--- src/spmf_map.vh ---
// Register map, field positions, reset values and timing constants of the serial controller.
`ifndef SPMF_MAP_VH
`define SPMF_MAP_VH

`define SPMF_AW 12
`define SPMF_IDX_CONFIG 10'h0a1
`define SPMF_IDX_MODE 10'h0a2
`define SPMF_IDX_STATUS 10'h0a3
`define SPMF_IDX_DATA 10'h0a4
`define SPMF_IDX_IRQ_STATUS 10'h0a5
`define SPMF_IDX_IRQ_MASK 10'h0a6

`define SPMF_SEL_NONE 3'h0
`define SPMF_SEL_CONFIG 3'h1
`define SPMF_SEL_MODE 3'h2
`define SPMF_SEL_STATUS 3'h3
`define SPMF_SEL_DATA 3'h4
`define SPMF_SEL_IRQ_STATUS 3'h5
`define SPMF_SEL_IRQ_MASK 3'h6

`define SPMF_CFG_IRQ_EN 7
`define SPMF_CFG_ENABLE 6
`define SPMF_CFG_MASTER 5
`define SPMF_CFG_CPOL 4
`define SPMF_CFG_CPHA 3
`define SPMF_CFG_SEDGE 2
`define SPMF_CFG_RESET 8'h20
`define SPMF_CFG_WMASK 8'hfc

`define SPMF_MODE_THR_HI 7
`define SPMF_MODE_THR_LO 6
`define SPMF_MODE_FIFO_CLEAR 5
`define SPMF_MODE_RATE_HI 3
`define SPMF_MODE_RATE_LO 1
`define SPMF_MODE_DIR 0
`define SPMF_MODE_RESET 8'h00
`define SPMF_MODE_WMASK 8'hcf

`define SPMF_ST_RFULL 3
`define SPMF_ST_RX_QUEUE_EMPTY 2
`define SPMF_ST_TFULL 1
`define SPMF_ST_TEMPT 0

`define SPMF_EV_W 3
`define SPMF_EV_THR 0
`define SPMF_EV_ROVR 1
`define SPMF_EV_TOVR 2
`define SPMF_EV_RESET 3'h0

`define SPMF_RESP_OKAY 2'h0
`define SPMF_RESP_DECERR 2'h3

`define SPMF_HALF_6 9'h003
`define SPMF_HALF_8 9'h004
`define SPMF_HALF_16 9'h008
`define SPMF_HALF_32 9'h010
`define SPMF_HALF_64 9'h020
`define SPMF_HALF_128 9'h040
`define SPMF_HALF_256 9'h080
`define SPMF_HALF_512 9'h100

`define SPMF_LAST_BIT 3'h7
`define SPMF_LAST_EDGE 4'hf
`define SPMF_FIFO_DEPTH 3'h4

`endif

--- src/spmf_fifo.v ---
// Four-byte first-in first-out queue whose read data come out of a register.
module spmf_fifo (
   input wire clk_in,
   input wire rstn_in,
   input wire clr_in,
   input wire push_in,
   input wire [7:0] wdata_in,
   input wire pop_in,
   output reg [7:0] rdata_out,
   output wire full_out,
   output wire empty_out
);
`include "spmf_map.vh"

   reg [7:0] mem_r [0:3];
   reg [1:0] wptr_r;
   reg [1:0] rptr_r;
   reg [2:0] count_r;
   wire do_push;
   wire do_pop;

   assign full_out = (count_r == `SPMF_FIFO_DEPTH);
   assign empty_out = (count_r == 3'h0);
   assign do_push = push_in & ~full_out;
   assign do_pop = pop_in & ~empty_out;

   always @(posedge clk_in) begin
      if (do_push) begin
         mem_r[wptr_r] <= wdata_in;
      end
   end

   always @(posedge clk_in or negedge rstn_in) begin
      if (!rstn_in) begin
         wptr_r <= 2'h0;
         rptr_r <= 2'h0;
         count_r <= 3'h0;
         rdata_out <= 8'h00;
      end else if (clr_in) begin
         wptr_r <= 2'h0;
         rptr_r <= 2'h0;
         count_r <= 3'h0;
      end else begin
         if (do_push) begin
            wptr_r <= wptr_r + 2'h1;
         end
         if (do_pop) begin
            rptr_r <= rptr_r + 2'h1;
            rdata_out <= mem_r[rptr_r];
         end
         if (do_push & ~do_pop) begin
            count_r <= count_r + 3'h1;
         end else if (do_pop & ~do_push) begin
            count_r <= count_r - 3'h1;
         end
      end
   end
endmodule

--- src/spmf_top.v ---
// Serial master/slave controller with byte queues and an AXI4-Lite register slave.
`include "spmf_map.vh"

// How it works
// - Separate four-byte transmit and receive queues buffer the serial bytes.
// - Link uses data out, data in, master-driven clock and slave select.
// - Active-low slave select matters only in slave mode, ignored as master.
// - Master samples on rising clock edge if sample-edge bit set, else falling.
// - Slave samples rising, shifts falling when CPOL equals CPHA; otherwise reversed.
// - Threshold field raises the transfer event after one to four bytes.
// - Writing one to the clear bit empties both queues.
// - Rate code selects master clock divide by 6 up to 512.
// - Bit-order bit one shifts MSB first, zero shifts LSB first.
// - Data port read pops receive queue, write pushes transmit queue.
// - Read-only full and empty flags for both queues.
module spmf_top (
   input wire CLK_IN,
   input wire RSTN_IN,
   input wire [`SPMF_AW-1:0] AXI_AWADDR_IN,
   input wire AXI_AWVALID_IN,
   output wire AXI_AWREADY_OUT,
   input wire [31:0] AXI_WDATA_IN,
   input wire [3:0] AXI_WSTRB_IN,
   input wire AXI_WVALID_IN,
   output wire AXI_WREADY_OUT,
   output reg [1:0] AXI_BRESP_OUT,
   output reg AXI_BVALID_OUT,
   input wire AXI_BREADY_IN,
   input wire [`SPMF_AW-1:0] AXI_ARADDR_IN,
   input wire AXI_ARVALID_IN,
   output wire AXI_ARREADY_OUT,
   output reg [31:0] AXI_RDATA_OUT,
   output reg [1:0] AXI_RRESP_OUT,
   output reg AXI_RVALID_OUT,
   input wire AXI_RREADY_IN,
   input wire MOSI_IN,
   output reg MOSI_OUT,
   output reg MOSI_OE_OUT,
   input wire MISO_IN,
   output reg MISO_OUT,
   output reg MISO_OE_OUT,
   input wire SCK_IN,
   output reg SCK_OUT,
   output reg SCK_OE_OUT,
   input wire SLAVE_SELECT_N_IN,
   output wire IRQ_OUT
);

   localparam ST_IDLE = 2'h0;
   localparam ST_POP = 2'h1;
   localparam ST_LOAD = 2'h2;
   localparam ST_RUN = 2'h3;

   // Maps a byte address onto a register select code.
   function [2:0] reg_sel;
      input [`SPMF_AW-1:0] addr;
      begin
         case (addr[`SPMF_AW-1:2])
            `SPMF_IDX_CONFIG: reg_sel = `SPMF_SEL_CONFIG;
            `SPMF_IDX_MODE: reg_sel = `SPMF_SEL_MODE;
            `SPMF_IDX_STATUS: reg_sel = `SPMF_SEL_STATUS;
            `SPMF_IDX_DATA: reg_sel = `SPMF_SEL_DATA;
            `SPMF_IDX_IRQ_STATUS: reg_sel = `SPMF_SEL_IRQ_STATUS;
            `SPMF_IDX_IRQ_MASK: reg_sel = `SPMF_SEL_IRQ_MASK;
            default: reg_sel = `SPMF_SEL_NONE;
         endcase
      end
   endfunction

   // Half period of the master clock in system clocks for each rate code.
   function [8:0] half_count;
      input [2:0] code;
      begin
         case (code)
            3'h0: half_count = `SPMF_HALF_6;
            3'h1: half_count = `SPMF_HALF_8;
            3'h2: half_count = `SPMF_HALF_16;
            3'h3: half_count = `SPMF_HALF_32;
            3'h4: half_count = `SPMF_HALF_64;
            3'h5: half_count = `SPMF_HALF_128;
            3'h6: half_count = `SPMF_HALF_256;
            default: half_count = `SPMF_HALF_512;
         endcase
      end
   endfunction

   reg [7:0] cfg_r;
   reg [7:0] mode_r;
   reg [`SPMF_EV_W-1:0] ev_r;
   reg [`SPMF_EV_W-1:0] ev_mask_r;
   reg aw_got_r;
   reg w_got_r;
   reg [`SPMF_AW-1:0] awaddr_r;
   reg [7:0] wbyte_r;
   reg wlane_r;
   reg rd_pend_r;
   reg [2:0] rsel_r;
   reg [1:0] state_r;
   reg [8:0] half_r;
   reg [3:0] edge_cnt_r;
   reg [2:0] bit_cnt_r;
   reg sampled_r;
   reg had_byte_r;
   reg [7:0] tx_sr_r;
   reg [7:0] rx_sr_r;
   reg sck_prev_r;
   reg [2:0] byte_cnt_r;
   reg [`SPMF_EV_W-1:0] ev_set;
   reg [`SPMF_EV_W-1:0] ev_nxt;

   wire enable = cfg_r[`SPMF_CFG_ENABLE];
   wire master = cfg_r[`SPMF_CFG_MASTER];
   wire cpol = cfg_r[`SPMF_CFG_CPOL];
   wire cpha = cfg_r[`SPMF_CFG_CPHA];
   wire msb_first = mode_r[`SPMF_MODE_DIR];
   wire [1:0] thr = mode_r[`SPMF_MODE_THR_HI:`SPMF_MODE_THR_LO];
   wire [2:0] rate = mode_r[`SPMF_MODE_RATE_HI:`SPMF_MODE_RATE_LO];
   wire run_master = enable & master;
   wire run_slave = enable & ~master & ~SLAVE_SELECT_N_IN;
   wire wr_go = aw_got_r & w_got_r & ~AXI_BVALID_OUT;
   wire [2:0] wsel = reg_sel(awaddr_r);
   wire ar_go = AXI_ARVALID_IN & AXI_ARREADY_OUT;
   wire [2:0] asel = reg_sel(AXI_ARADDR_IN);
   wire fifo_clr = wr_go & wlane_r & (wsel == `SPMF_SEL_MODE) & wbyte_r[`SPMF_MODE_FIFO_CLEAR];
   wire [7:0] tx_head;
   wire [7:0] rx_head;
   wire tx_full;
   wire tx_empty;
   wire rx_full;
   wire rx_empty;
   wire tx_push = wr_go & wlane_r & (wsel == `SPMF_SEL_DATA);
   wire rx_pop = ar_go & (asel == `SPMF_SEL_DATA);
   wire tx_pop = (state_r == ST_POP);
   wire half_done = (half_r == 9'h000);
   wire m_edge = run_master & (state_r == ST_RUN) & half_done;
   wire s_edge = run_slave & (state_r == ST_RUN) & (SCK_IN != sck_prev_r);
   wire any_edge = m_edge | s_edge;
   wire edge_rise = master ? ~SCK_OUT : SCK_IN;
   wire samp_on_rise = master ? cfg_r[`SPMF_CFG_SEDGE] : (cpol == cpha);
   wire serial_in = master ? MISO_IN : MOSI_IN;
   wire do_sample = any_edge & (edge_rise == samp_on_rise);
   wire do_shift = any_edge & (edge_rise != samp_on_rise) & sampled_r;
   wire byte_done = do_sample & (bit_cnt_r == `SPMF_LAST_BIT);
   wire [7:0] rx_byte = msb_first ? {rx_sr_r[6:0], serial_in} : {serial_in, rx_sr_r[7:1]};
   wire [7:0] load_byte = had_byte_r ? tx_head : 8'h00;

   spmf_fifo u_tx_fifo (
      .clk_in(CLK_IN),
      .rstn_in(RSTN_IN),
      .clr_in(fifo_clr),
      .push_in(tx_push),
      .wdata_in(wbyte_r),
      .pop_in(tx_pop),
      .rdata_out(tx_head),
      .full_out(tx_full),
      .empty_out(tx_empty)
   );

   spmf_fifo u_rx_fifo (
      .clk_in(CLK_IN),
      .rstn_in(RSTN_IN),
      .clr_in(fifo_clr),
      .push_in(byte_done),
      .wdata_in(rx_byte),
      .pop_in(rx_pop),
      .rdata_out(rx_head),
      .full_out(rx_full),
      .empty_out(rx_empty)
   );

   assign AXI_AWREADY_OUT = ~aw_got_r;
   assign AXI_WREADY_OUT = ~w_got_r;
   assign AXI_ARREADY_OUT = ~rd_pend_r & ~AXI_RVALID_OUT;
   assign IRQ_OUT = cfg_r[`SPMF_CFG_IRQ_EN] & (|(ev_r & ev_mask_r));

   // Write side: address and data are taken independently, the write happens once both are held.
   always @(posedge CLK_IN or negedge RSTN_IN) begin
      if (!RSTN_IN) begin
         aw_got_r <= 1'b0;
         w_got_r <= 1'b0;
         awaddr_r <= {`SPMF_AW{1'b0}};
         wbyte_r <= 8'h00;
         wlane_r <= 1'b0;
         AXI_BVALID_OUT <= 1'b0;
         AXI_BRESP_OUT <= `SPMF_RESP_OKAY;
         cfg_r <= `SPMF_CFG_RESET;
         mode_r <= `SPMF_MODE_RESET;
         ev_mask_r <= `SPMF_EV_RESET;
      end else begin
         if (AXI_AWVALID_IN & ~aw_got_r) begin
            aw_got_r <= 1'b1;
            awaddr_r <= AXI_AWADDR_IN;
         end
         if (AXI_WVALID_IN & ~w_got_r) begin
            w_got_r <= 1'b1;
            wbyte_r <= AXI_WDATA_IN[7:0];
            wlane_r <= AXI_WSTRB_IN[0];
         end
         if (wr_go) begin
            aw_got_r <= 1'b0;
            w_got_r <= 1'b0;
            AXI_BVALID_OUT <= 1'b1;
            AXI_BRESP_OUT <= (wsel == `SPMF_SEL_NONE) ? `SPMF_RESP_DECERR : `SPMF_RESP_OKAY;
            if (wlane_r) begin
               case (wsel)
                  `SPMF_SEL_CONFIG: cfg_r <= wbyte_r & `SPMF_CFG_WMASK;
                  `SPMF_SEL_MODE: mode_r <= wbyte_r & `SPMF_MODE_WMASK;
                  `SPMF_SEL_IRQ_MASK: ev_mask_r <= wbyte_r[`SPMF_EV_W-1:0];
                  default: ev_mask_r <= ev_mask_r;
               endcase
            end
         end else if (AXI_BVALID_OUT & AXI_BREADY_IN) begin
            AXI_BVALID_OUT <= 1'b0;
         end
      end
   end

   // Read side: the data port pops the receive queue, whose head register is valid next cycle.
   always @(posedge CLK_IN or negedge RSTN_IN) begin
      if (!RSTN_IN) begin
         rd_pend_r <= 1'b0;
         rsel_r <= `SPMF_SEL_NONE;
         AXI_RVALID_OUT <= 1'b0;
         AXI_RDATA_OUT <= 32'h00000000;
         AXI_RRESP_OUT <= `SPMF_RESP_OKAY;
      end else begin
         rd_pend_r <= ar_go;
         if (ar_go) begin
            rsel_r <= asel;
         end
         if (rd_pend_r) begin
            AXI_RVALID_OUT <= 1'b1;
            AXI_RRESP_OUT <= (rsel_r == `SPMF_SEL_NONE) ? `SPMF_RESP_DECERR : `SPMF_RESP_OKAY;
            case (rsel_r)
               `SPMF_SEL_CONFIG: AXI_RDATA_OUT <= {24'h000000, cfg_r};
               `SPMF_SEL_MODE: AXI_RDATA_OUT <= {24'h000000, mode_r};
               `SPMF_SEL_STATUS: AXI_RDATA_OUT <= {28'h0000000, rx_full, rx_empty,
                                                   tx_full, tx_empty};
               `SPMF_SEL_DATA: AXI_RDATA_OUT <= {24'h000000, rx_head};
               `SPMF_SEL_IRQ_STATUS: AXI_RDATA_OUT <= {29'h00000000, ev_r};
               `SPMF_SEL_IRQ_MASK: AXI_RDATA_OUT <= {29'h00000000, ev_mask_r};
               default: AXI_RDATA_OUT <= 32'h00000000;
            endcase
         end else if (AXI_RVALID_OUT & AXI_RREADY_IN) begin
            AXI_RVALID_OUT <= 1'b0;
         end
      end
   end

   // Sticky events; a new event in the cycle of its write-one clear stays set.
   always @* begin
      ev_set = `SPMF_EV_RESET;
      ev_set[`SPMF_EV_THR] = byte_done & (byte_cnt_r == {1'b0, thr});
      ev_set[`SPMF_EV_ROVR] = byte_done & rx_full;
      ev_set[`SPMF_EV_TOVR] = tx_push & tx_full;
      ev_nxt = ev_r;
      if (wr_go & wlane_r & (wsel == `SPMF_SEL_IRQ_STATUS)) begin
         ev_nxt = ev_r & ~wbyte_r[`SPMF_EV_W-1:0];
      end
      ev_nxt = ev_nxt | ev_set;
   end

   always @(posedge CLK_IN or negedge RSTN_IN) begin
      if (!RSTN_IN) begin
         ev_r <= `SPMF_EV_RESET;
         byte_cnt_r <= 3'h0;
      end else begin
         ev_r <= ev_nxt;
         if (fifo_clr | ~enable) begin
            byte_cnt_r <= 3'h0;
         end else if (byte_done) begin
            byte_cnt_r <= (byte_cnt_r == {1'b0, thr}) ? 3'h0 : byte_cnt_r + 3'h1;
         end
      end
   end

   // Serial engine shared by master and slave.
   always @(posedge CLK_IN or negedge RSTN_IN) begin
      if (!RSTN_IN) begin
         state_r <= ST_IDLE;
         half_r <= 9'h000;
         edge_cnt_r <= 4'h0;
         bit_cnt_r <= 3'h0;
         sampled_r <= 1'b0;
         had_byte_r <= 1'b0;
         tx_sr_r <= 8'h00;
         rx_sr_r <= 8'h00;
         sck_prev_r <= 1'b0;
         SCK_OUT <= 1'b0;
         MOSI_OUT <= 1'b0;
         MISO_OUT <= 1'b0;
      end else begin
         sck_prev_r <= SCK_IN;
         case (state_r)
            ST_IDLE: begin
               SCK_OUT <= cpol;
               if (run_master & ~tx_empty) begin
                  state_r <= ST_POP;
               end else if (run_slave) begin
                  state_r <= ST_POP;
               end
            end
            ST_POP: begin
               had_byte_r <= ~tx_empty;
               state_r <= ST_LOAD;
            end
            ST_LOAD: begin
               tx_sr_r <= load_byte;
               MOSI_OUT <= msb_first ? load_byte[7] : load_byte[0];
               MISO_OUT <= msb_first ? load_byte[7] : load_byte[0];
               half_r <= half_count(rate) - 9'h001;
               edge_cnt_r <= 4'h0;
               bit_cnt_r <= 3'h0;
               sampled_r <= 1'b0;
               state_r <= ST_RUN;
            end
            ST_RUN: begin
               if (m_edge) begin
                  SCK_OUT <= ~SCK_OUT;
                  half_r <= half_count(rate) - 9'h001;
                  edge_cnt_r <= edge_cnt_r + 4'h1;
                  if (edge_cnt_r == `SPMF_LAST_EDGE) begin
                     state_r <= ST_IDLE;
                  end
               end else if (run_master) begin
                  half_r <= half_r - 9'h001;
               end
               if (do_sample) begin
                  // Master takes the edge chosen by the sample-edge bit, slave the CPOL/CPHA one.
                  rx_sr_r <= rx_byte;
                  sampled_r <= 1'b1;
                  bit_cnt_r <= bit_cnt_r + 3'h1;
                  if (byte_done & run_slave) begin
                     state_r <= ST_POP;
                  end
               end
               if (do_shift) begin
                  tx_sr_r <= msb_first ? {tx_sr_r[6:0], 1'b0} : {1'b0, tx_sr_r[7:1]};
                  MOSI_OUT <= msb_first ? tx_sr_r[6] : tx_sr_r[1];
                  MISO_OUT <= msb_first ? tx_sr_r[6] : tx_sr_r[1];
               end
               if (~run_master & ~run_slave) begin
                  state_r <= ST_IDLE;
               end
            end
            default: state_r <= ST_IDLE;
         endcase
         if (fifo_clr) begin
            state_r <= ST_IDLE;
         end
      end
   end

   // Pin drivers: the master owns clock and data out, a selected slave owns its data out.
   always @(posedge CLK_IN or negedge RSTN_IN) begin
      if (!RSTN_IN) begin
         SCK_OE_OUT <= 1'b0;
         MOSI_OE_OUT <= 1'b0;
         MISO_OE_OUT <= 1'b0;
      end else begin
         SCK_OE_OUT <= run_master;
         MOSI_OE_OUT <= run_master;
         MISO_OE_OUT <= run_slave;
      end
   end
endmodule

--- config.mk ---
export PLATFORM = sky130hd
export DESIGN_NAME = spmf_top
export DESIGN_NICKNAME = d
export VERILOG_FILES = /design/src/spmf_fifo.v /design/src/spmf_top.v
export VERILOG_INCLUDE_DIRS = /design/src
export SDC_FILE = /design/constraint.sdc
export NUM_CORES = 1
export LEC_CHECK = 0
export BUFFER_PORTS_ARGS = -buffer_cell sky130_fd_sc_hd__buf_2
export CORE_MARGIN = 2
export CORE_UTILIZATION = 45
export CTS_CLUSTER_SIZE = 14
export DETAILED_ROUTE_END_ITERATION = 10
export PLACE_DENSITY_LB_ADDON = 0.3
export SLEW_MARGIN = 10
export SYNTH_ARGS = -nofsm -noshare
export SYNTH_HDL_FRONTEND = slang
export SYNTH_HIERARCHICAL = 1
export SYNTH_SLANG_ARGS = --single-unit
--- constraint.sdc ---
create_clock -name CLK_IN -period 3.6 [get_ports CLK_IN]
set_input_delay 0.36 -clock CLK_IN [delete_from_list [all_inputs] [get_ports CLK_IN]]
set_output_delay 0.36 -clock CLK_IN [all_outputs]
set_load 0.05 [all_outputs]
# Word level (Yosys, flattened, before mapping)
# Memories as Yosys holds them, arrays and structs flattened. A register that Yosys moved wholly into a read port is not among the register bits.
# Cells that the tools add are included.
# classes
n_addsub,14
reduce_logical,34
bitwise_logic,66
muxes,71
eq_ne,47
# op_table
op,n
"10-bit by 8-bit == test with 1-bit output, second input constant",12
9-bit case mux with 7 select lines,1
8-bit case mux with 6 select lines,1
9-bit 2-to-1 mux,5
1-bit AND,40
"3-bit == test, second input constant",13
2-bit 2-to-1 mux,18
3-bit case mux with 6 select lines,2
3-bit 2-to-1 mux,11
8-bit 2-to-1 mux,4
"9-bit by 1-bit subtractor with 9-bit output, second input constant",3
2-bit nonzero test,11
1-bit 2-to-1 mux,20
1-bit inverter,20
9-bit case mux with 2 select lines,1
8-bit case mux with 2 select lines,1
2-bit AND reduction,8
"3-bit by 2-bit == test with 1-bit output, second input constant",5
3-bit zero test,5
"3-bit by 1-bit adder with 3-bit output, second input constant",4
"3-bit by 1-bit == test with 1-bit output, second input constant",3
9-bit zero test,1
3-bit AND reduction,3
"2-bit by 1-bit adder with 2-bit output, second input constant",4
other kinds (24),36
# word_totals
regBits,141
mem_bits_rw,64
word_cells,270
n_memories,2
# mem_list
name,words,width,read_ports,rd_clocked_by_memory_dff,write_ports,line_no,rtl
u_rx_fifo.mem_r,4,8,1,1,1,spmf_fifo.v:15,reg [7:0] mem_r [0:3];
u_tx_fifo.mem_r,4,8,1,1,1,spmf_fifo.v:15,

# Depth between registers and ports, before layout
# Gate-level depths: netlist of run 1.
# depth
ltp_word,14
mapped_depth,12
depth_no_buf,11

# Hierarchy
# The synthesis of run 1 kept the hierarchy.
# by_module_without_submodules
module,area_per_inst_um2,instances,cells_each
spmf_top,5323.9,1,507
spmf_fifo (u_rx_fifo),2093.3,1,123
spmf_fifo (u_tx_fifo),2065.7,1,123

# Worst setup path after synthesis of run 1
# No wires, ideal clock.
# synth_path
path_type,register to register
from,reg AXI_RVALID_OUT
to,reg u_rx_fifo.count_r[2]
t_required_ns,3.534
n_path_buf,1
stages_incl_launch_ff,13
slack_ns,-0.036
period_less_slack_ns,3.636
arrival_time_ns,3.570
setup_ns,0.066
path_cell_list,dfrtp_1 nor2_1 nand2_1 nor2_1 nand2_1 nor3_1 buf_6 o21ai_0 and3_1 fa_1 and4bb_2 a311oi_1 o311a_1
# synth_between
elab_chain_cells,9
elab_cells_between_ends,11
# synth_lines
item,line_no,rtl
start: declaration,spmf_top.v:34,"output reg AXI_RVALID_OUT,"
start signal: assignment,spmf_top.v:223,AXI_RVALID_OUT <= 1'b0;
start signal: assignment,spmf_top.v:232,AXI_RVALID_OUT <= 1'b1;
start signal: assignment,spmf_top.v:245,AXI_RVALID_OUT <= 1'b0;
1-bit inverter (*),spmf_top.v:173,assign AXI_ARREADY_OUT = ~rd_pend_r & ~AXI_RVALID_OUT;
1-bit AND (*),spmf_top.v:173,
net AXI_ARREADY_OUT,spmf_top.v:31,"output wire AXI_ARREADY_OUT,"
1-bit AND (*),spmf_top.v:122,wire ar_go = AXI_ARVALID_IN & AXI_ARREADY_OUT;
1-bit AND (*),spmf_top.v:132,wire rx_pop = ar_go & (asel == `SPMF_SEL_DATA);
net rx_pop,spmf_top.v:132,
1-bit AND (*),spmf_fifo.v:25,assign do_pop = pop_in & ~empty_out;
1-bit inverter,spmf_fifo.v:51,if (do_push & ~do_pop) begin
1-bit AND,spmf_fifo.v:51,
3-bit 2-to-1 mux,spmf_fifo.v:51,
3-bit 2-to-1 mux,spmf_fifo.v:39,end else if (clr_in) begin
end signal: assignment,spmf_fifo.v:52,count_r <= count_r + 3'h1;
end signal: assignment,spmf_fifo.v:54,count_r <= count_r - 3'h1;
end: declaration,spmf_fifo.v:18,reg [2:0] count_r;
# The timed path passes the listed nets; every way through them passes the cells marked *.
# A chain may end at the register's enable or synchronous reset.

# Final worst setup path of run 1
# layout_path
from,reg AXI_RVALID_OUT
to,reg u_rx_fifo.count_r[2]
# layout_between
elab_chain_cells,9
elab_cells_between_ends,11
# layout_lines
item,line_no
1-bit inverter (*),spmf_top.v:173
1-bit AND (*),spmf_top.v:173
1-bit AND (*),spmf_top.v:122
1-bit AND (*),spmf_top.v:132
net rx_pop,spmf_top.v:132
1-bit AND (*),spmf_fifo.v:25
1-bit inverter,spmf_fifo.v:51
1-bit AND,spmf_fifo.v:51
3-bit 2-to-1 mux,spmf_fifo.v:51
3-bit 2-to-1 mux,spmf_fifo.v:39
# Marks and branches as above.

==> results of run 1 <==
[cells by family (layout without fill, tap and decap cells)]
family                     after synthesis  after routing  synth area share
DFF                                    193            193             0.543
and+or+nand+nor                        174            174             0.101
AOI/OAI and AO/OA                      131            131             0.100
buffers and inverters                  114            150            0.0681
muxes                                  110            110             0.149
adders and majority gates               18             18            0.0253
xor gates and xnor gates                12             12            0.0125
other                                    1             24          0.000395
[worst min-delay path by stage]
stage | end | slack, ns | cells past startpoint
floorplan | AXI_BRESP_OUT[0] | 0.06 | 0
global placement | AXI_RRESP_OUT[0] | 0.45 | 1
detailed placement | AXI_RRESP_OUT[0] | 0.45 | 1
CTS | AXI_BVALID_OUT | 0.06 | 2
global route | sck_prev_r | 0.08 | 1
finish | AXI_BVALID_OUT | 0.08 | 2
[layout by cell type, fill, tap and decap left out, types with 9 or more instances in the layout]
master,netlist,final
o21ai_0,32,32
xor2_1,9,9
dfrtp_1,128,128
a21oi_1,18,18
ha_1,16,16
mux2_2,74,74
nand3_1,28,28
inv_1,41,41
buf_2,7,62
clkbuf_16,0,17
nand2_1,27,27
conb_1,1,24
edfxtp_1,64,64
nor2_1,44,43
mux2i_1,17,17
and3_1,11,11
nor2b_1,13,13
mux4_2,16,16
buf_4,32,11
[cells in the mapped netlist (8+ instances only)]
library cell | instances | share of area
a21oi_1 | 18 | 0.0095
clkbuf_1 | 17 | 0.0067
o21ai_0 | 32 | 0.017
and3_1 | 11 | 0.0073
mux2_2 | 74 | 0.088
mux2i_1 | 17 | 0.018
ha_1 | 16 | 0.021
inv_1 | 41 | 0.016
dfrtp_1 | 128 | 0.34
buf_4 | 32 | 0.025
nand3_1 | 28 | 0.015
nor2b_1 | 13 | 0.0086
xor2_1 | 9 | 0.0083
o22ai_1 | 8 | 0.0053
mux4_2 | 16 | 0.038
edfxtp_1 | 64 | 0.20
nand2_1 | 27 | 0.011
nor2_1 | 44 | 0.017
buf_6 | 9 | 0.011
nor3_1 | 8 | 0.0042
[metal layers]
| metal | global-route usage | vias up |
|---|---|---|
| met1 | 0.250 | 2899 |
| met5 | 0 | - |
| met3 | 0.0364 | 14 |
| met4 | 0.0562 | 0 |
| li1 | - | 2800 |
| met2 | 0.274 | 142 |
[final cells by class]
class                      count  area share
sequential                   193       0.494
multi-input combinational    469       0.362
clock buffer                  17      0.0408
timing repair buffer          75      0.0397
tap                          275      0.0330
inverter                      43      0.0164
clock inverter                15      0.0138
[power breakdown]
part           total [W]  leakage (nW)  switching [W]  internal, W
sequential       0.00309          2.29       0.000454      0.00264
combinational    0.00163          1.87       0.000913     0.000720
clock            0.00182         0.271       0.000905     0.000917
[registers in the layout, indices dropped and copies added (netlist names), 3 cells and up]
name and count:
rsel_r 3, u_rx_fifo/count_r 3, u_tx_fifo/mem_r 32, edge_cnt_r 4, wbyte_r 8, half_r 9
u_rx_fifo/rdata_out 8, rx_sr_r 8, ev_mask_r 3, ev_r 3, u_tx_fifo/rdata_out 8, u_tx_fifo/count_r 3
bit_cnt_r 3, awaddr_r 10, AXI_RDATA_OUT 8, mode_r 6, byte_cnt_r 3, tx_sr_r 8
cfg_r 6, u_rx_fifo/mem_r 32
[through the flow]
| step | area, um2 | power [W] | std cells | worst slack, ns | hold WS, ns |
|---|---|---|---|---|---|
| 2_1_floorplan | 9570 | 0.00441 | 776 | 0.238 | 0.0644 |
| 3_3_place_gp | 9850 | 0.00474 | 1054 | 0.613 | 0.452 |
| 3_5_place_dp | 9850 | 0.00479 | 1054 | 0.632 | 0.453 |
| 4_1_cts | 10400 | 0.00662 | 1087 | 0.777 | 0.0645 |
| 5_1_grt | 10400 | 0.00693 | 1087 | 0.530 | 0.0807 |
| 6_report | 10400 | 0.00655 | 1087 | 0.764 | 0.0816 |
[worst register-to-register path: stages, from the launching register on]
cell and delay [ns]:
dfrtp_1 0.41, nor2_2 0.12, nand2_1 0.13, nor2_1 0.25
nand2_1 0.08, nor3_1 0.14, buf_4 0.21, o21ai_0 0.09
and3_1 0.20, fa_1 0.44, and4bb_2 0.26, a311oi_1 0.24
o311a_1 0.20
[repair_timing]
action / in CTS / in global routing
endpoints found under the hold margin: 72 / 0
hold buffers: 1 / 0
resized for setup: 0 / 0
setup endpoints to repair: 0 / 0
==> results.md, run 1 <==
* CTS Buffer Depth at 2
* Number of global-route vias before repair at 5753
* Number of iterations in the first detailed-routing pass at 4
* H-tree depth at 4
* Main synth FF type: dfrtp_1
* Reg-to-reg startpoint: AXI_RVALID_OUT
* Clock Skews at 0.0143 ns
* NumNets Final at 888
* Iter 0 DRT Violations at 342
* Slew Limit Headroom at 0.349
* Multi-input gate area at 3780 um2
* RSZ-0062 raised after global routing: false
* Initial cell density of the core at 0.455
* Clk slew on worst S/H paths at 0.08 ns
* Die Wd at 149 um
* Most used cell, CP: nand2_1
* Worst-Skew Late Latency at 0.44 ns
* CTS tree: done
* Port Buffers at 63
* Final Cycle Share at 0.788
* Die H at 149 um
* Vias per cell at 5.39
* I/O pin total at 119
* Post-synth EDFFs at 64
* Global route overflow at 0
* Layout area overhead at 10.0%
* DP HPWL at 12.9 mm
* DRC at 0
* Total wire length at 18.4 mm
* Met2 routed WL at 8.43 mm
* CP Capture Point: u_rx_fifo/count_r[2]
* Power per cell area at 628 nW/um2
* WP data arrival at 3.21 ns
* Final Util at 0.501
* FF+latch area at 5150 um2
* Initial antenna violation count at 0
* Seq/Total Area, Yosys at 0.543
* CP top delay family: simple AND/OR/NAND/NOR gates
* Critical Path Source: AXI_RVALID_OUT
* CORE AREA at 20800 um2
* Flops & latches, synth at 193
* CP Capture Type: register
* Reg-to-reg slack, setup at 0.76 ns
* Yosys warning total at 6
* Max Freq at 353 MHz
* Postcts setup bufs at 0
* Vias at 5855
* Filler Cell Count at 1883
* Critical-path top delay cell: fa_1
* Slowest stage delay, CP at 0.44 ns
* Worst Tran Pin Value at 0.977 ns
* CP Buf/Inv Count at 1
* RD Place Congestion at 0.787
* WP data required at 3.98 ns
* GRT Overall Usage at 0.176
* Synth Instances at 753
* Largest net degree at the start of global routing at 76
* Cts bufs inserted at 17
* Mean area per synthesized cell at 12.6 um2
* Root buffer cell: clkbuf_16
* Startpoint Class: register
* Setup TNS at 0 ns
* Library cells used by synthesis at 85
* Min-Delay Path Class: input port to register
* Final Max Tran Viols at 0
* Max_cap viols at 0
* CP Cell Sequence: nor2_2 > nand2_1 > nor2_1 > nand2_1 > nor3_1 > buf_4 > o21ai_0 > and3_1 > fa_1 > and4bb_2 > a311oi_1 > o311a_1
* Worst ir drop on vdd at 567 uV
* FP Rows at 53
* Final ANT Viol Nets at 0
* Hold path startpoint: AXI_BREADY_IN
* M1 WL at 8.83 mm
* Mapped Area at 9480 um2
* Critical R2R Capture: u_rx_fifo/count_r[2]
* Layout cell share with drive strength beyond 1 at 0.273
* CP Depth at 12
* Wire per inst at 17.0 um
* Met3 wire length at 928 um
* Highest routed metal layer: met4
* Synth async-reset ratio at 0.668
* WS Path Type: register to register
* Reg2Reg Depth at 12
* Status: completed
* N_diodes at 0
* Final Setup Violations at 0
* DIE AREA at 22300 um2
* Static Leak at 4.43 nW
* Global-route wire length before repair at 30.4 mm
* Final Hold Vio Count at 0
* Clock net sink count at 193
* Fin crit period at 2.84 ns
* Highest fanout seen on the critical path at 11
Note: power is estimated with default switching activity, not from simulation.
==> inputs of run 2 (changes only) <==
==> constraint.sdc (replaced) <==
create_clock -name CLK_IN -period 2.5 [get_ports CLK_IN]
set_input_delay 0.25 -clock CLK_IN [delete_from_list [all_inputs] [get_ports CLK_IN]]
set_output_delay 0.25 -clock CLK_IN [all_outputs]
set_load 0.05 [all_outputs]
==> run 2 against run 1 <==
Clock skew decreased by 0.0046 ns. Largest power group unchanged. Maximum frequency increased by 15%. Flip-flop and latch count unchanged. First-iteration DRC count increased by 32%. Die area unchanged. Critical endpoint unchanged. Critical path depth decreased by 1.
==> results.md, run 2 (synthesis results as in run 1) <==
* Global-route wire length before repair at 31.8 mm
* WS Path Type: register to register
* Clk slew on worst S/H paths at 0.07 ns
* Clock net sink count at 193
* Met3 Use GR at 0.0382
* FF+latch area at 5150 um2
* Number of iterations in the first detailed-routing pass at 6
* WP data arrival at 2.84 ns
* Layout area overhead at 15.4%
* DIE AREA at 22300 um2
* Initial cell density of the core at 0.455
* CTS Buffer Depth at 2
* Largest net degree at the start of global routing at 46
* Largest regs: u_rx_fifo/mem_r: 32 flops, u_tx_fifo/mem_r: 32 flops, awaddr_r: 10 flops
* Busiest metal layer after global routing: met2
* Number of global-route vias before repair at 6075
* Max Freq at 406 MHz
* Cell Area, Placed at 10300 um2
* I/O pin total at 119
* Worst Tran Pin Value at 1.01 ns
* Initial antenna violation count at 0
* DRC at 0
* Multi-input gate area at 3840 um2
* Port Buffers at 63
* Reg-to-reg slack, setup at 0.04 ns
* M2 GR Usage at 0.286
* CORE AREA at 20800 um2
* Die H at 149 um
* Hold path endpoint: aw_got_r
* Commonest non-fill, non-tap cells in the layout: 127 x dfrtp_1, 74 x mux2_2, 64 x edfxtp_1, 62 x buf_2, 50 x buf_4
* Final Util at 0.526
* Critical-path top delay cell: dfrtp_1
* GRT Overall Usage at 0.185
* Commonest non-fill, non-tap cell in the layout: dfrtp_1
* Slew Limit Headroom at 0.317
* Power per cell area at 889 nW/um2
* Filler Cell Count at 1776
* Die Wd at 149 um
* FP Rows at 53
* Final ANT Viol Nets at 0
* Worst hold path depth at 2
* Final Setup Violations at 0
* WP data required at 2.87 ns
* Min-Delay Path Class: input port to register
* Status: completed
* Global route overflow at 0
* CP Capture Type: register
* Met1 Track Usage GR at 0.265
* Hold path startpoint: AXI_AWVALID_IN
* RSZ-0062 raised after global routing: true
* Slowest stage delay, CP at 0.38 ns
* Layout cell share with drive strength beyond 1 at 0.323
* Worst ir drop on vdd at 769 uV
* Reg2Reg Depth at 11
* Iter 0 DRT Violations at 452
* Final Max Tran Viols at 0
* Max_cap viols at 0
* Clock Skews at 0.00967 ns
* DP HPWL at 13.9 mm
* H-tree depth at 4
* Final Hold Vio Count at 0
* Vias per cell at 5.39
* Final Cycle Share at 0.985
* CP Cell Sequence: ha_1 > ha_2 > and3_1 > nand2_1 > nor2_1 > buf_4 > and3_4 > fa_2 > a21bo_2 > a311oi_1 > o311a_1
* Static Leak at 4.71 nW
* Vias at 6117
* Total wire length at 19.4 mm
* Worst-Skew Late Latency at 0.44 ns
* N_diodes at 0
* NumNets Final at 936
* Fin crit period at 2.46 ns
* RD Place Congestion at 0.824
* WHS at 0.0143 ns
* Highest fanout seen on the critical path at 4
* Reg-to-reg startpoint: bit_cnt_r[0]
* Startpoint Class: register
* Root buffer cell: clkbuf_16
* CTS tree: done
* Final instance area at 10900 um2
* Critical R2R Capture: u_rx_fifo/count_r[2]
* Cts bufs inserted at 17
* Wire per inst at 17.1 um
## run 2: cell count changes in the layout (fill, tap and decap cells not counted), moves of 2 or more
cell | before | now
buf_12 | 0 | 7
clkinv_8 | 2 | 0
nor2_4 | 1 | 3
clkbuf_8 | 0 | 2
inv_6 | 6 | 4
inv_8 | 2 | 4
buf_4 | 11 | 50
nor2_1 | 43 | 40
clkinvlp_4 | 3 | 1
dlygate4sd3_1 | 1 | 3
## run 2: power breakdown
group,leakage (nW),internal (W),switching [W]
Sequential,2.29,0.00380,0.000554
Combinational,2.14,0.00122,0.00151
Clock,0.284,0.00138,0.00126
Total,4.71,0.00641,0.00333
## run 2: layer usage
layer / up-vias / wire length, um
met5: - / 0
met4: 0 / 235
met3: 22 / 978
met2: 163 / 8920
met1: 3028 / 9230
li1: 2904 / -
## run 2: layout make-up
type                    instances  share of cell area
inverters                      43              0.0157
multi-input cells             469               0.351
clock inverters                12              0.0102
well taps                     275              0.0314
flip-flops and latches        193               0.471
repair buffers                123              0.0792
clock buffers                  20              0.0421
## run 2: critical path: cells and delay by family, from the launching register on
kind	cells	cell delay, ns
compound gates	3	0.66
fa+ha+maj	3	0.77
buf+inv	1	0.15
flops	1	0.38
simple gates	4	0.45
## run 2: worst max-delay path by stage
stage | cells past startpoint | from | end | slack (ns)
global route | 10 | half_r[5] | u_rx_fifo/count_r[2] | -0.07
floorplan | 12 | AXI_RVALID_OUT | u_rx_fifo/count_r[2] | -0.29
CTS | 11 | bit_cnt_r[0] | u_rx_fifo/count_r[2] | 0.006
global placement | 12 | AXI_ARADDR_IN[8] | u_rx_fifo/count_r[2] | -0.04
detailed placement | 12 | AXI_ARADDR_IN[8] | u_rx_fifo/count_r[2] | -0.02
finish | 11 | bit_cnt_r[0] | u_rx_fifo/count_r[2] | 0.04
## run 2: what timing repair did
item                                   CTS  global route
endpoints found under the hold margin   36             0
buffers inserted                         2             0
hold buffers                             3             0
resized for setup                        1             5
setup endpoints to repair                1             4
pin swaps                                4             0
## run 2: per-stage QoR
stage	setup WS (ns)	total power, W	instances	setup TNS (ns)
floorplan	-0.287	0.00636	776	-0.287
global placement	-0.0450	0.00708	1098	-0.0450
detailed placement	-0.0224	0.00715	1098	-0.0224
CTS	0.00563	0.00979	1135	0
global route	-0.0724	0.0102	1135	-0.133
finish	0.0377	0.00973	1135	0
==> inputs of run 3 (changes only) <==
--- a/config.mk
+++ b/config.mk
@@ -11,8 +11,9 @@
 export CORE_UTILIZATION = 45
 export CTS_CLUSTER_SIZE = 14
 export DETAILED_ROUTE_END_ITERATION = 10
+export HOLD_SLACK_MARGIN = 0.05
 export PLACE_DENSITY_LB_ADDON = 0.3
-export SLEW_MARGIN = 10
+export SLEW_MARGIN = 20
 export SYNTH_ARGS = -nofsm -noshare
 export SYNTH_HDL_FRONTEND = slang
 export SYNTH_HIERARCHICAL = 1
==> constraint.sdc (replaced) <==
create_clock -name CLK_IN -period 2.15 [get_ports CLK_IN]
set_input_delay 0.215 -clock CLK_IN [delete_from_list [all_inputs] [get_ports CLK_IN]]
set_output_delay 0.215 -clock CLK_IN [all_outputs]
set_load 0.05 [all_outputs]
==> run 3 against run 2 <==
The run now ends with setup timing left. Register-to-register slack got worse by 0.34 ns. Flip-flop and latch count did not move. First-iteration DRC count fell by 21%. Utilization rose by 2.9 points. Power rose by 20%. Wire length rose by 0.78%. Sequential power rose by 15%.
==> results.md, run 3 (synthesis results as in run 1) <==
* Met2 routed WL at 9.39 mm
* CTS Buffer Depth at 2
* Final worst slack at -0.300 ns
* Largest net degree at the start of global routing at 63
* Post-Place Cells at 1134
* Global-route wire length before repair at 32.4 mm
* M1 WL at 9.18 mm
* Violations in the final reports: setup timing
* Initial cell density of the core at 0.455
* Die H at 149 um
* Total wire length at 19.5 mm
* I/O pin total at 119
* Vias at 6290
* Wire per inst at 16.3 um
* Met3 wire length at 698 um
* CP Capture Type: register
* Vias per cell at 5.26
* Reg-to-reg slack, setup at -0.30 ns
* Final Cycle Share at 1.14
* Layout cell share with drive strength beyond 1 at 0.360
* Worst Tran Pin Value at 0.585 ns
* Max Freq at 408 MHz
* Worst-Skew Late Latency at 0.44 ns
* Startpoint Class: register
* WP data arrival at 2.83 ns
* Port Buffers at 63
* Filler Cell Count at 1741
* Final Hold Vio Count at 0
* Status: finished, violations left
* RSZ-0062 raised after global routing: true
* Iter 0 DRT Violations at 359
* Worst hold path depth at 2
* Final ANT Viol Nets at 0
* Reg2Reg Depth at 11
* Layout area overhead at 21.9%
* RD Place Congestion at 0.837
* NumNets Final at 997
* Commonest non-fill, non-tap cells in the layout: 125 x dfrtp_1, 91 x buf_4, 64 x mux2_2, 64 x edfxtp_1, 62 x buf_2
* Final Max Tran Viols at 0
* Highest fanout seen on the critical path at 4
* Initial antenna violation count at 0
* Highest routed metal layer: met4
* Worst ir drop on vdd at 577 uV
* Final std cells w/o fill at 1196
* CTS tree: done
* Fin crit period at 2.45 ns
* Number of global-route vias before repair at 6226
* Root buffer cell: clkbuf_16
* Clk slew on worst S/H paths at 0.07 ns
* DRC at 0
* Max_cap viols at 0
* Min-Delay Path Class: input port to register
* Largest regs: u_rx_fifo/mem_r: 32 flops, u_tx_fifo/mem_r: 32 flops, awaddr_r: 10 flops
* Die Wd at 149 um
* WS Path Type: register to register
* CP Cell Sequence: ha_2 > ha_2 > and3_4 > nand2_1 > nor2_1 > buf_4 > and3_4 > fa_2 > and4bb_2 > a311oi_2 > o311a_1
* Reg-to-reg startpoint: bit_cnt_r[1]
* H-tree depth at 4
* Critical-path top delay cell: dfrtp_1
* Slowest stage delay, CP at 0.39 ns
* Clock Skews at 0.0110 ns
* Commonest non-fill, non-tap cell in the layout: dfrtp_1
* Hold path startpoint: AXI_ARADDR_IN[4]
* Hold path endpoint: rsel_r[2]
* CORE AREA at 20800 um2
* N_diodes at 0
* Number of iterations in the first detailed-routing pass at 5
* GRT Overall Usage at 0.187
* Global route overflow at 0
* Setup TNS at -3.25 ns
* FP Rows at 53
* WP data required at 2.53 ns
* DIE AREA at 22300 um2
* Cts bufs inserted at 17
* Critical R2R Capture: u_rx_fifo/count_r[2]
* Slew Limit Headroom at 0.610
* Clock net sink count at 193
* Static Leak at 5.01 nW
* Critical Path Source: bit_cnt_r[1]
* Final Setup Violations at 39
* DP HPWL at 13.8 mm
* Power per cell area at 1010 nW/um2
==> run 3: cell types whose count changed in the layout (fill, tap and decap cells not counted), moves of 4 or more <==
cell           change
buf_4             +41
dlygate4sd3_1     +22
mux2_2            -10
mux2_4            +10
and3_1             -5
and3_4             +5
buf_12             -4
==> run 3: where the power goes <==
group,leakage [nW],total (W),internal (W),switching [W]
Combinational,2.44,0.00352,0.00165,0.00187
Clock,0.285,0.00312,0.00167,0.00145
Sequential,2.29,0.00502,0.00443,0.000597
==> run 3: through the flow <==
stage | cell area (um2) | setup WS, ns | hold slack [ns] | power, W | utilization
after detailed placement | 10600 | -0.351 | 0.242 | 0.00854 | 0.510
after CTS | 11500 | -0.285 | 0.0645 | 0.0117 | 0.551
after global placement | 10600 | -0.325 | 0.237 | 0.00850 | 0.510
final | 11600 | -0.300 | 0.0851 | 0.0117 | 0.555
after global routing | 11600 | -0.423 | 0.0762 | 0.0123 | 0.555
after floorplan | 9660 | -0.615 | -0.0806 | 0.00741 | -
==> run 3: layer usage <==
layer,GRT usage,vias to the layer above
met5,0,-
met1,0.261,3126
met4,0.0524,0
met3,0.0343,21
met2,0.302,123
li1,-,3020
==> run 3: cell type report <==
class                      instances  area, um2  area share
clock inverter                    14        144      0.0124
clock buffer                      18        439      0.0380
inverter                          43        171      0.0148
tap                              275        344      0.0298
sequential                       193       5150       0.446
multi-input combinational        469       3970       0.343
timing repair buffer             184       1340       0.116
==> run 3: worst max-delay path: cells and delay by family (launching register included) <==
kind            cells  cell delay, ns
flops               1            0.39
compound gates      2            0.46
simple gates        5            0.70
buf+inv             1            0.15
fa+ha+maj           3            0.71
==> run 3: worst max path at each step <==
stage	to	slack (ns)	depth (start not counted)
floorplan	u_rx_fifo/count_r[2]	-0.61	12
global placement	u_rx_fifo/count_r[2]	-0.33	12
detailed placement	u_rx_fifo/count_r[2]	-0.35	11
CTS	u_rx_fifo/count_r[2]	-0.29	10
global route	u_rx_fifo/count_r[2]	-0.42	10
finish	u_rx_fifo/count_r[2]	-0.30	11
==> run 3: timing repair <==
| item | in CTS | in global routing |
|---|---|---|
| pin swaps | 8 | 12 |
| endpoints found under the hold margin | 81 | 0 |
| gates resized for setup | 16 | 9 |
| setup buffers | 6 | 7 |
| hold buffers | 25 | 0 |
| setup endpoints to repair | 60 | 67 |
